## src/hw/scfl_pkg.sv

```systemverilog
// constants and types for the short circuit fault latch
package scfl_pkg;
   // blanking time after each conduction start
   localparam int BLANK_NS = 100;
   localparam int CLK_PERIOD_NS = 4;
   // least time, so round up
   localparam int BLANK_CYC = (BLANK_NS + CLK_PERIOD_NS - 1) / CLK_PERIOD_NS;
   // events that trip the latch
   localparam logic [3:0] TRIP_COUNT = 4'h7;
   localparam logic [3:0] COUNT_RST = 4'h0;
   // high side threshold select field in the option setting
   localparam int HS_SEL_LSB = 7;
   localparam int HS_SEL_MSB = 8;
   localparam int OPT_WIDTH = 16;
   // thresholds in millivolts
   localparam logic [11:0] LS_THRESH_MV = 12'h06E;
   localparam logic [11:0] HS_THRESH_00_MV = 12'h12C;
   localparam logic [11:0] HS_THRESH_01_MV = 12'h1F4;
   localparam logic [11:0] HS_THRESH_10_MV = 12'h2BC;
   localparam logic [11:0] HS_THRESH_11_MV = 12'h384;
   typedef enum logic [1:0] {SCFL_RUN, SCFL_LATCHED} scfl_state_t;
endpackage : scfl_pkg

```

## src/hw/scfl_short_circuit_fault_latch.sv

```systemverilog
// short circuit fault latch with blanking, counters and gate gating
`timescale 1ns/1ns
`default_nettype none
// two comparators feed two event counters; once the total reaches the
// trip count the gates stay off until the adapter comes back
module scfl_short_circuit_fault_latch
(
   // clock and reset
   input wire logic core_clk,
   input wire logic reset_n,
   // adapter presence, asynchronous pin
   input wire logic adapter_present,
   // charger option setting held by the management bus block
   input wire logic [scfl_pkg::OPT_WIDTH-1:0] charger_option_setting,
   // requested gate drives from the modulator, same clock
   input wire logic hs_gate_req,
   input wire logic ls_gate_req,
   // digitised switch drops in millivolts, same clock
   input wire logic [11:0] hs_drop_mv,
   input wire logic [11:0] ls_drop_mv,
   input wire logic ls_drain_to_source,
   // gated drives and status
   output logic hs_gate,
   output logic ls_gate,
   output logic latched_off,
   output logic [11:0] hs_thresh_mv,
   output logic [3:0] hs_event_count,
   output logic [3:0] ls_event_count
);
   // reset release synchroniser
   // deassertion is synchronised, assertion stays immediate
   logic rst_s1_q;
   logic rst_s2_q;
   always_ff @(posedge core_clk or negedge reset_n)
   begin
      if (!reset_n)
      begin
         rst_s1_q <= 1'b0;
         rst_s2_q <= 1'b0;
      end
      else
      begin
         rst_s1_q <= 1'b1;
         rst_s2_q <= rst_s1_q;
      end
   end
   wire logic rst_n = rst_s2_q;

   // adapter pin synchroniser; first stage feeds only the second
   logic adp_s1_q;
   logic adp_s2_q;
   logic adp_prev_q;
   always_ff @(posedge core_clk or negedge rst_n)
   begin
      if (!rst_n)
      begin
         adp_s1_q <= 1'b0;
         adp_s2_q <= 1'b0;
         adp_prev_q <= 1'b0;
      end
      else
      begin
         adp_s1_q <= adapter_present;
         adp_s2_q <= adp_s1_q;
         adp_prev_q <= adp_s2_q;
      end
   end
   // a bouncing pin could clear a latch early; the pin is expected debounced
   // only a fresh adapter insertion clears the latch
   wire logic adp_insert = adp_s2_q && !adp_prev_q;

   // threshold decode of the two bit select field
   function automatic logic [11:0] hs_thresh_f(input logic [1:0] sel);
      case (sel)
         2'h0: hs_thresh_f = scfl_pkg::HS_THRESH_00_MV;
         2'h1: hs_thresh_f = scfl_pkg::HS_THRESH_01_MV;
         2'h2: hs_thresh_f = scfl_pkg::HS_THRESH_10_MV;
         default: hs_thresh_f = scfl_pkg::HS_THRESH_11_MV;
      endcase
   endfunction : hs_thresh_f

   // elaboration checks: blanking must fit the 8 bit counter and leave
   // at least one sample cycle; the trip total must fit the 4 bit sum
   if (scfl_pkg::BLANK_CYC < 1 || scfl_pkg::BLANK_CYC > 255)
   begin : g_bad_blank
      $error("blanking count does not fit its counter");
   end
   if (scfl_pkg::TRIP_COUNT == 4'h0 || scfl_pkg::TRIP_COUNT > 4'hE)
   begin : g_bad_trip
      $error("trip count does not fit the event counters");
   end

   // per side blanking counters and event counters; index 0 high, 1 low
   logic [7:0] blank_q [2]; // blanking cycles still to run
   logic [7:0] blank_d [2];
   logic [3:0] cnt_q [2]; // short events seen per side
   logic [3:0] cnt_d [2];
   logic prev_q [2]; // request one cycle ago, for the rising edge
   logic trip [2]; // comparator outputs
   logic req [2]; // gate requests by side
   // latch state
   scfl_pkg::scfl_state_t state_q;
   scfl_pkg::scfl_state_t state_d;
   // decoded high side threshold
   logic [11:0] hs_thr;

   // comparator stage; drops arrive already digitised on this clock
   always_comb
   begin
      hs_thr = hs_thresh_f(charger_option_setting[scfl_pkg::HS_SEL_MSB:scfl_pkg::HS_SEL_LSB]);
      req[0] = hs_gate_req;
      req[1] = ls_gate_req;
      // high side drop includes sense resistor and trace, judged as one
      trip[0] = hs_drop_mv > hs_thr;
      // freewheeling current reads negative; fixed threshold
      trip[1] = ls_drain_to_source && (ls_drop_mv > scfl_pkg::LS_THRESH_MV);
   end

   genvar gi;
   generate
      for (gi = 0; gi < 2; gi++)
      begin : g_side
         // blanking restarts on each conduction start
         always_comb
         begin
            blank_d[gi] = blank_q[gi];
            cnt_d[gi] = cnt_q[gi];
            if (req[gi] && !prev_q[gi])
               blank_d[gi] = 8'(scfl_pkg::BLANK_CYC);
            else if (blank_q[gi] != 8'h00)
               blank_d[gi] = blank_q[gi] - 8'h01;
            // count once per conduction period, after blanking; a short
            // conduction never reaches the sample cycle and is not judged
            if (state_q == scfl_pkg::SCFL_LATCHED)
            begin
               // events ignored while off
               if (adp_insert)
                  cnt_d[gi] = scfl_pkg::COUNT_RST;
            end
            else if (req[gi] && blank_q[gi] == 8'h01 && trip[gi])
               cnt_d[gi] = cnt_q[gi] + 4'h1;
         end
         // side registers only
         always_ff @(posedge core_clk or negedge rst_n)
         begin
            if (!rst_n)
            begin
               blank_q[gi] <= 8'h00;
               cnt_q[gi] <= scfl_pkg::COUNT_RST;
               prev_q[gi] <= 1'b0;
            end
            else
            begin
               blank_q[gi] <= blank_d[gi];
               cnt_q[gi] <= cnt_d[gi];
               prev_q[gi] <= req[gi];
            end
         end
      end
   endgenerate

   // latch state; total events across both counters
   // a stray bad state falls to latched, the safe side for the switches
   always_comb
   begin
      state_d = state_q;
      case (state_q)
         scfl_pkg::SCFL_RUN:
            // both counters together reach the trip count
            if (4'(cnt_q[0] + cnt_q[1]) >= scfl_pkg::TRIP_COUNT)
               state_d = scfl_pkg::SCFL_LATCHED;
         scfl_pkg::SCFL_LATCHED:
            // only a fresh insertion releases, a held level never does
            if (adp_insert)
               state_d = scfl_pkg::SCFL_RUN;
         default: state_d = scfl_pkg::SCFL_LATCHED;
      endcase
   end
   // state register only
   always_ff @(posedge core_clk or negedge rst_n)
   begin
      if (!rst_n)
         state_q <= scfl_pkg::SCFL_RUN;
      else
         state_q <= state_d;
   end

   // registered gate outputs, forced off when latched
   logic hs_gate_q; // registered high side drive
   logic ls_gate_q; // registered low side drive
   logic hs_gate_d;
   logic ls_gate_d;
   logic off; // latch about to hold or already holding
   // next state decides, so both gates drop on the edge the latch sets
   always_comb
   begin
      off = (state_d == scfl_pkg::SCFL_LATCHED);
      hs_gate_d = hs_gate_req && !off;
      // never both switches on: a high side request blocks the low side
      ls_gate_d = ls_gate_req && !off && !hs_gate_req;
   end
   // gate register only
   always_ff @(posedge core_clk or negedge rst_n)
   begin
      if (!rst_n)
      begin
         hs_gate_q <= 1'b0;
         ls_gate_q <= 1'b0;
      end
      else
      begin
         hs_gate_q <= hs_gate_d;
         ls_gate_q <= ls_gate_d;
      end
   end
   // outputs straight from flops; the threshold decodes a held setting
   assign hs_gate = hs_gate_q;
   assign ls_gate = ls_gate_q;
   assign latched_off = (state_q == scfl_pkg::SCFL_LATCHED);
   assign hs_thresh_mv = hs_thr;
   assign hs_event_count = cnt_q[0];
   assign ls_event_count = cnt_q[1];
endmodule : scfl_short_circuit_fault_latch
`default_nettype wire

```

## config.mk

```make
export PLATFORM = sky130hd
export DESIGN_NAME = scfl_short_circuit_fault_latch
export DESIGN_NICKNAME = d
export VERILOG_FILES = /design/src/hw/scfl_pkg.sv /design/src/hw/scfl_short_circuit_fault_latch.sv
export SDC_FILE = /design/constraint.sdc
export NUM_CORES = 1
export LEC_CHECK = 0
export ABC_CLOCK_PERIOD_IN_PS = 1150
export BUFFER_PORTS_ARGS = -buffer_cell sky130_fd_sc_hd__buf_2
export CAP_MARGIN = 20
export CORE_MARGIN = 10
export CORE_UTILIZATION = 47
export CTS_BUF_LIST = sky130_fd_sc_hd__clkbuf_8
export DETAILED_ROUTE_END_ITERATION = 8
export GPL_TIMING_DRIVEN = 0
export PLACE_DENSITY_LB_ADDON = 0.12
export SLEW_MARGIN = 15
export SYNTH_ARGS = -nofsm -noshare
export SYNTH_HDL_FRONTEND = slang
export SYNTH_SLANG_ARGS = --single-unit
export TNS_END_PERCENT = 20
```

## constraint.sdc

```tcl
create_clock -name core_clk -period 1.15 [get_ports core_clk]
set_clock_uncertainty 0.2 [all_clocks]
set_input_delay 0.2875 -clock core_clk [delete_from_list [all_inputs] [get_ports core_clk]]
set_output_delay 0.2875 -clock core_clk [all_outputs]
set_load 0.05 [all_outputs]
```

# --- Word level (Yosys, flattened, before mapping) ---
# Index checks and enable logic that the tools add are counted.
classes:
  eq_ne: 7
  reduce_logical: 26
  order_cmp: 3
  n_mux: 13
  addsub: 5
ops:
  columns: ["cell", "n"]
  rows:
  - ["$mux W8", 4]
  - ["$pmux W10 S3", 1]
  - ["$mux W4", 5]
  - ["$eq A8 B1 Y1 const B", 2]
  - ["$reduce_bool A8 Y1", 2]
  - ["$sub A8 B1 Y8 const B", 2]
  - ["$gt A12 B12 Y1", 1]
  - ["$gt A12 B7 Y1 const B", 1]
  - ["$logic_and A1 B1 Y1", 11]
  - ["$add A4 B1 Y4 const B", 2]
  - ["$reduce_bool A2 Y1", 4]
  - ["$eq A2 B1 Y1 const B", 3]
  - ["$logic_not A1 Y1", 5]
  - ["$add A4 B4 Y4", 1]
  - ["$ge A4 B3 Y1 const B", 1]
  - ["$logic_not A2 Y1", 2]
  - ["$mux W2", 2]
  - ["$pmux W2 S2", 1]
  - ["$reduce_and A2 Y1", 2]
  - ["$eq A2 B2 Y1 const B", 1]
  - ["$ne A2 B1 Y1 const B", 1]
word_totals:
  word_cells: 68
  reg_bits: 35
  input_bits: 46
  out_inout_bits: 23

# --- Logic depth before layout (Yosys ltp) ---
logic_depth:
  depth_word: 8
  ltp_mapped: 11

# --- Worst setup path after synthesis ---
# No wires, ideal clock.
synth_path:
  path_kind: "input to register"
  start: "input port charger_option_setting[7] in the netlist's numbering"
  end: "register cnt_q, in the netlist hs_event_count[2]"
  arrival_time_ns: 2.561
  path_stages: 11
  setup_slack_ns: -1.689
  t_required_ns: 0.873
  path_cell_list: "inv_1 -> ha_1 -> inv_1 -> nand2_1 -> inv_1 -> ha_1 -> nor4bb_1 -> nand3_1 -> nand2_1 -> or4_1 -> a21oi_1"
synth_between:
  elab_chain_len: 6
synth_lines:
  columns: ["element", "line", "source"]
  rows:
  - ["from (decl)", "scfl_short_circuit_fault_latch.sv:14", "input wire logic [scfl_pkg::OPT_WIDTH-1:0] charger_option_setting,"]
  - ["$eq A2 B2 Y1 (tied with other cells)", "scfl_short_circuit_fault_latch.sv:74", "case (sel)"]
  - ["$pmux W10 S3 (*)", "scfl_short_circuit_fault_latch.sv:74", null]
  - ["via hs_thresh_mv[8]", "scfl_short_circuit_fault_latch.sv:26", "output logic [11:0] hs_thresh_mv,"]
  - ["$gt A12 B12 Y1 (*)", "scfl_short_circuit_fault_latch.sv:114", "trip[0] = hs_drop_mv > hs_thr;"]
  - ["$logic_and A1 B1 Y1 (*)", "scfl_short_circuit_fault_latch.sv:140", "else if (req[gi] && blank_q[gi] == 8'h01 && trip[gi])"]
  - ["$reduce_bool A2 Y1 (no line) (*)", null, null]
  - ["$reduce_and A2 Y1 (no line) (*)", null, null]
  - ["to (signal, indexed assignment)", "scfl_short_circuit_fault_latch.sv:149", "cnt_q[gi] <= scfl_pkg::COUNT_RST;"]
  - ["to (signal, indexed assignment)", "scfl_short_circuit_fault_latch.sv:155", "cnt_q[gi] <= cnt_d[gi];"]
  - ["to (decl)", "scfl_short_circuit_fault_latch.sv:96", "logic [3:0] cnt_q [2];"]
# The timed path passes the listed nets; every way through them passes the cells marked *.
# A chain may end at the register's enable or synchronous reset.

# --- Worst setup path in the final report ---
layout_path:
  start: "input port charger_option_setting[8] in the netlist's numbering"
  end: "register cnt_q, in the netlist hs_event_count[2]"
layout_between:
  elab_chain_len: 6
layout_lines:
  columns: ["element", "line"]
  rows:
  - ["$eq A2 B2 Y1 (tied with other cells)", "scfl_short_circuit_fault_latch.sv:74"]
  - ["$pmux W10 S3 (*)", "scfl_short_circuit_fault_latch.sv:74"]
  - ["$gt A12 B12 Y1 (*)", "scfl_short_circuit_fault_latch.sv:114"]
  - ["$logic_and A1 B1 Y1 (*)", "scfl_short_circuit_fault_latch.sv:140"]
  - ["$reduce_bool A2 Y1 (no line) (*)", null]
  - ["$reduce_and A2 Y1 (no line) (*)", null]
# Mark *: on every way between the ends. The rest lies on a longest branch, timed or not.

==> results by group <==
Route
  • Detailed-route wire length: 5.68 mm
  • Number of DRC violations after detailed routing: 0
  • Post-route ant nets: 0
  • Mean number of vias per cell: around 5.3
  • DRC violation total after the first TritonRoute iteration: 91
  • Total number of vias: ~1800
  • Drt wl/cell: 16.5 µm
  • First-pass iteration count of the detailed router: 4

Critical path
  • Type of element capturing the critical path: register
  • Crit Reg-Reg Startpoint: blank_q[13]$_DFFE_PN0P_
  • Critical path peak fanout: 5
  • Worst setup path start: charger_option_setting[8]
  • Capture point of the worst reg-to-reg path: hs_event_count[2]$_DFFE_PN0P_
  • Worst Setup Path Type: input port to register
  • Slack of the worst reg-to-reg path: -0.88 ns
  • Cell count of the worst reg-to-reg path: 5
  • Endpoint of the worst setup timing path: hs_event_count[2]$_DFFE_PN0P_
  • Crit path required time: 1.16 ns
  • Crit path arrival time: approximately 2.1 ns
  • Sort of element at the start of the critical path: input port

Die
  • Top-level I/O count: 69
  • Std-Cell Rows: 23
  • Placeable Area: around 4100 µm²
  • Die Area: ~7300 µm²
  • Starting density of the core: around half
  • Horizontal die dimension: ~85 µm
  • Chip Height: ~85 µm

Timing
  • Final critical-path required period: ~2.1 ns
  • Final setup violation count: 45
  • Relative slew slack: 66.1%
  • Maximum frequency from static timing analysis: 0.472 GHz
  • Final setup margin: -0.967 ns
  • Worst slew pin tran: 0.507 ns
  • Fraction of the cycle the final worst path needs: 184%
  • Slew Limit Fails: 0
  • Setup repair after global routing missed its margin: yes
  • Final hold violations: 0
  • Worst slack on hold paths: about 0.045 ns

Clock tree
  • Post-CTS clock slew at the launch and capture registers of the worst setup and hold paths: roughly 0.07 ns
  • Maximum level of the CTS H-tree: 2
  • Total CTS buffers: 5
  • Number of clock sinks: 35
  • Clock root buffer: sky130_fd_sc_hd__clkbuf_8
  • Worst-Skew Late Latency: about 0.28 ns
  • CTS Buffer Depth: 2
  • TritonCTS clock tree: built

Global routing
  • First-pass GRT wire length: approximately 8.6 mm
  • Overall Global Routing Usage: around 14%
  • Vias in the first global route: roughly 1900
  • Sum of overflow across all layers after global routing: 0
  • Pin count of the biggest net entering global routing: 34
  • Initial antenna violation count: 0

Synthesis
  • Post-synthesis xor/xnor area fraction: 3.91%
  • Distinct cell type count after synthesis: 42
  • Total standard cell area after synthesis: between 2000 and 2500 µm²
  • Total of warnings raised by yosys: 0
  • Synthesized-area fraction occupied by and/or/nand/nor cells: approximately a fifth
  • Number of synthesized register bits: 35
  • Post-synthesis adder-cell area fraction: between 10% and 20%
  • Syn avg cell area: approximately 10 µm²
  • Share of the yosys chip area belonging to registers: 43.5%
  • Number of enable flip-flop cells after synthesis: 0
  • Post-synth top flop: sky130_fd_sc_hd__dfrtp_1
  • Gate count after technology mapping: around 200
  • Synth Area in Compound Gates: 10.5%
  • Main combinational cell family by area after synthesis: simple AND/OR/NAND/NOR gates
  • Share of synthesized registers carrying an async set or reset: 100%
  • Multiplexer share of the synthesized area: under 10%

Placement
  • Port-buffer cells: between 40 and 50
  • Post-Place Setup Slack: -1.40 ns
  • Final Wtd Congestion: 0.773
  • Placed Cells: 305
  • HPWL after detailed placement: about 3.6 mm

Power and ir drop
  • Leakage power of the design: 1.45 nW
  • Total power after layout: 4.70 mW
  • PwrDens: ~1400 nW/µm²
  • Worst VDD drop: about 1.0 mV

Run
  • Max-cap check violation count: 0

Finish
  • Commonest cells after routing, fill and taps aside: sky130_fd_sc_hd__buf_2 (30), sky130_fd_sc_hd__dfrtp_1 (27), sky130_fd_sc_hd__buf_4 (26)
  • Antenna cells: 0
  • Post-synthesis to final-layout area growth: 61.3%
  • Number of nets in the layout: between 300 and 400
  • Fraction of layout instances using a drive strength above 1: about 52%
  • Util after Layout: between 70 and 80%
  • Non-filler instance count after layout: around 340
  • Commonest non-fill, non-tap cell in the layout: sky130_fd_sc_hd__buf_2

Run status
  • Violated checks: negative setup slack
  • Result of the run: complete, but fails checks

Hold path
  • Type of the most critical hold path: input port to register
layer usage:
layer	up-vias	GRT usage [%]	share of wire (%)
li1	883	-	-
met5	-	0	0
met3	8	3.78	5.3
met2	45	25.5	54
met4	0	4.04	1.3
met1	893	15.2	39
sequential cells by signal (all words and copies together), names as in the netlist:
name and flops:
ls_gate 1, hs_event_count 4, state_q 2, rst_s1_q 1, blank_q 16, prev_q 2
hs_gate 1, ls_event_count 4, adp_s2_q 1, rst_n 1, adp_prev_q 1, adp_s1_q 1
critical path, cell delays in order:
cell and delay (ns):
sky130_fd_sc_hd__buf_6 0.10, sky130_fd_sc_hd__inv_2 0.06, sky130_fd_sc_hd__ha_4 0.27, sky130_fd_sc_hd__inv_1 0.06, sky130_fd_sc_hd__ha_4 0.27, sky130_fd_sc_hd__nand4_1 0.10, sky130_fd_sc_hd__o221ai_2 0.31, sky130_fd_sc_hd__a21oi_4 0.12
sky130_fd_sc_hd__or4_4 0.43, sky130_fd_sc_hd__a21oi_2 0.14
stage by stage:
| stage | area, µm² | TNS, ns |
|---|---|---|
| after floorplan | 2190 | -21.60 |
| after global placement | 2500 | -39.08 |
| after detailed placement | 2500 | -23.00 |
| after CTS | 3000 | -20.42 |
| after global routing | 3250 | -22.82 |
| final | 3250 | -20.26 |
how the worst min path moves through the flow:
stage                      from  slack (ns)            endpoint  cells past startpoint
floorplan               reset_n       -0.21     rst_n$_DFF_PN0_                      0
global placement        reset_n       -0.13     rst_n$_DFF_PN0_                      1
detailed placement      reset_n       -0.13  rst_s1_q$_DFF_PN0_                      1
CTS                 hs_gate_req        0.03   ls_gate$_DFF_PN0_                      2
global route        hs_gate_req        0.05   ls_gate$_DFF_PN0_                      2
finish              hs_gate_req        0.05   ls_gate$_DFF_PN0_                      2
cell families after synthesis:
| logic type | after synthesis |
|---|---|
| xor gates and xnor gates | 9 |
| buffers and inverters | 21 |
| muxes | 5 |
| and+or+nand+nor | 76 |
| adders and majority gates | 21 |
| other | 2 |
| DFF | 35 |
| AOI/OAI and AO/OA | 32 |
power by group:
part	total [mW]	switching, mW	leakage [nW]	internal [mW]
clock network	0.863	0.449	0.0453	0.414
logic	2.00	0.980	0.974	1.02
registers	1.84	0.395	0.428	1.45
total	4.70	1.82	1.45	2.88
layout make-up:
| type | instances | area [µm²] |
|---|---|---|
| Timing Repair Buffer | 79 | 642 |
| Buffer | 6 | 41.3 |
| Tap cell | 50 | 62.6 |
| Inverter | 15 | 83.8 |
| Multi-Input combinational cell | 150 | 1450 |
| Clock inverter | 3 | 16.3 |
| Clock buffer | 5 | 68.8 |
| Fill cell | 238 | 836 |
| Sequential cell | 35 | 888 |
cell usage after synthesis (2+ instances only):
| cell | instances | area share, % |
|---|---|---|
| sky130_fd_sc_hd__nand2_1 | 17 | 3.2 |
| sky130_fd_sc_hd__nor4_1 | 3 | 0.93 |
| sky130_fd_sc_hd__buf_4 | 5 | 1.9 |
| sky130_fd_sc_hd__nand4_1 | 2 | 0.62 |
| sky130_fd_sc_hd__nor2_1 | 15 | 2.8 |
| sky130_fd_sc_hd__nor4bb_1 | 2 | 0.99 |
| sky130_fd_sc_hd__mux2i_1 | 4 | 2.0 |
| sky130_fd_sc_hd__dfrtp_1 | 35 | 43 |
| sky130_fd_sc_hd__nor3b_1 | 3 | 1.1 |
| sky130_fd_sc_hd__nand3_1 | 9 | 2.2 |
| sky130_fd_sc_hd__a211oi_1 | 2 | 0.74 |
| sky130_fd_sc_hd__nor2b_1 | 4 | 1.2 |
| sky130_fd_sc_hd__conb_1 | 2 | 0.37 |
| sky130_fd_sc_hd__xnor2_1 | 7 | 3.0 |
| sky130_fd_sc_hd__or4_1 | 2 | 0.74 |
| sky130_fd_sc_hd__xor2_1 | 2 | 0.87 |
| sky130_fd_sc_hd__o21ai_0 | 4 | 0.99 |
| sky130_fd_sc_hd__nand3b_1 | 2 | 0.74 |
| sky130_fd_sc_hd__a21oi_1 | 14 | 3.5 |
| sky130_fd_sc_hd__inv_1 | 15 | 2.8 |
| sky130_fd_sc_hd__ha_1 | 20 | 12 |
| sky130_fd_sc_hd__or3_1 | 4 | 1.2 |
| sky130_fd_sc_hd__nor3_1 | 4 | 0.99 |
| sky130_fd_sc_hd__o31ai_1 | 3 | 1.1 |
| sky130_fd_sc_hd__nand2b_1 | 4 | 1.2 |
repair_timing:
item                       4_1_cts  5_1_grt
hold buffers                     4        0
hold endpoints to repair         5        0
gates resized for setup         79       28
setup endpoints to repair       45       51
buffers inserted                12       14
pin swaps                       27       11
No activity file was read; power rests on OpenSTA's default activity.
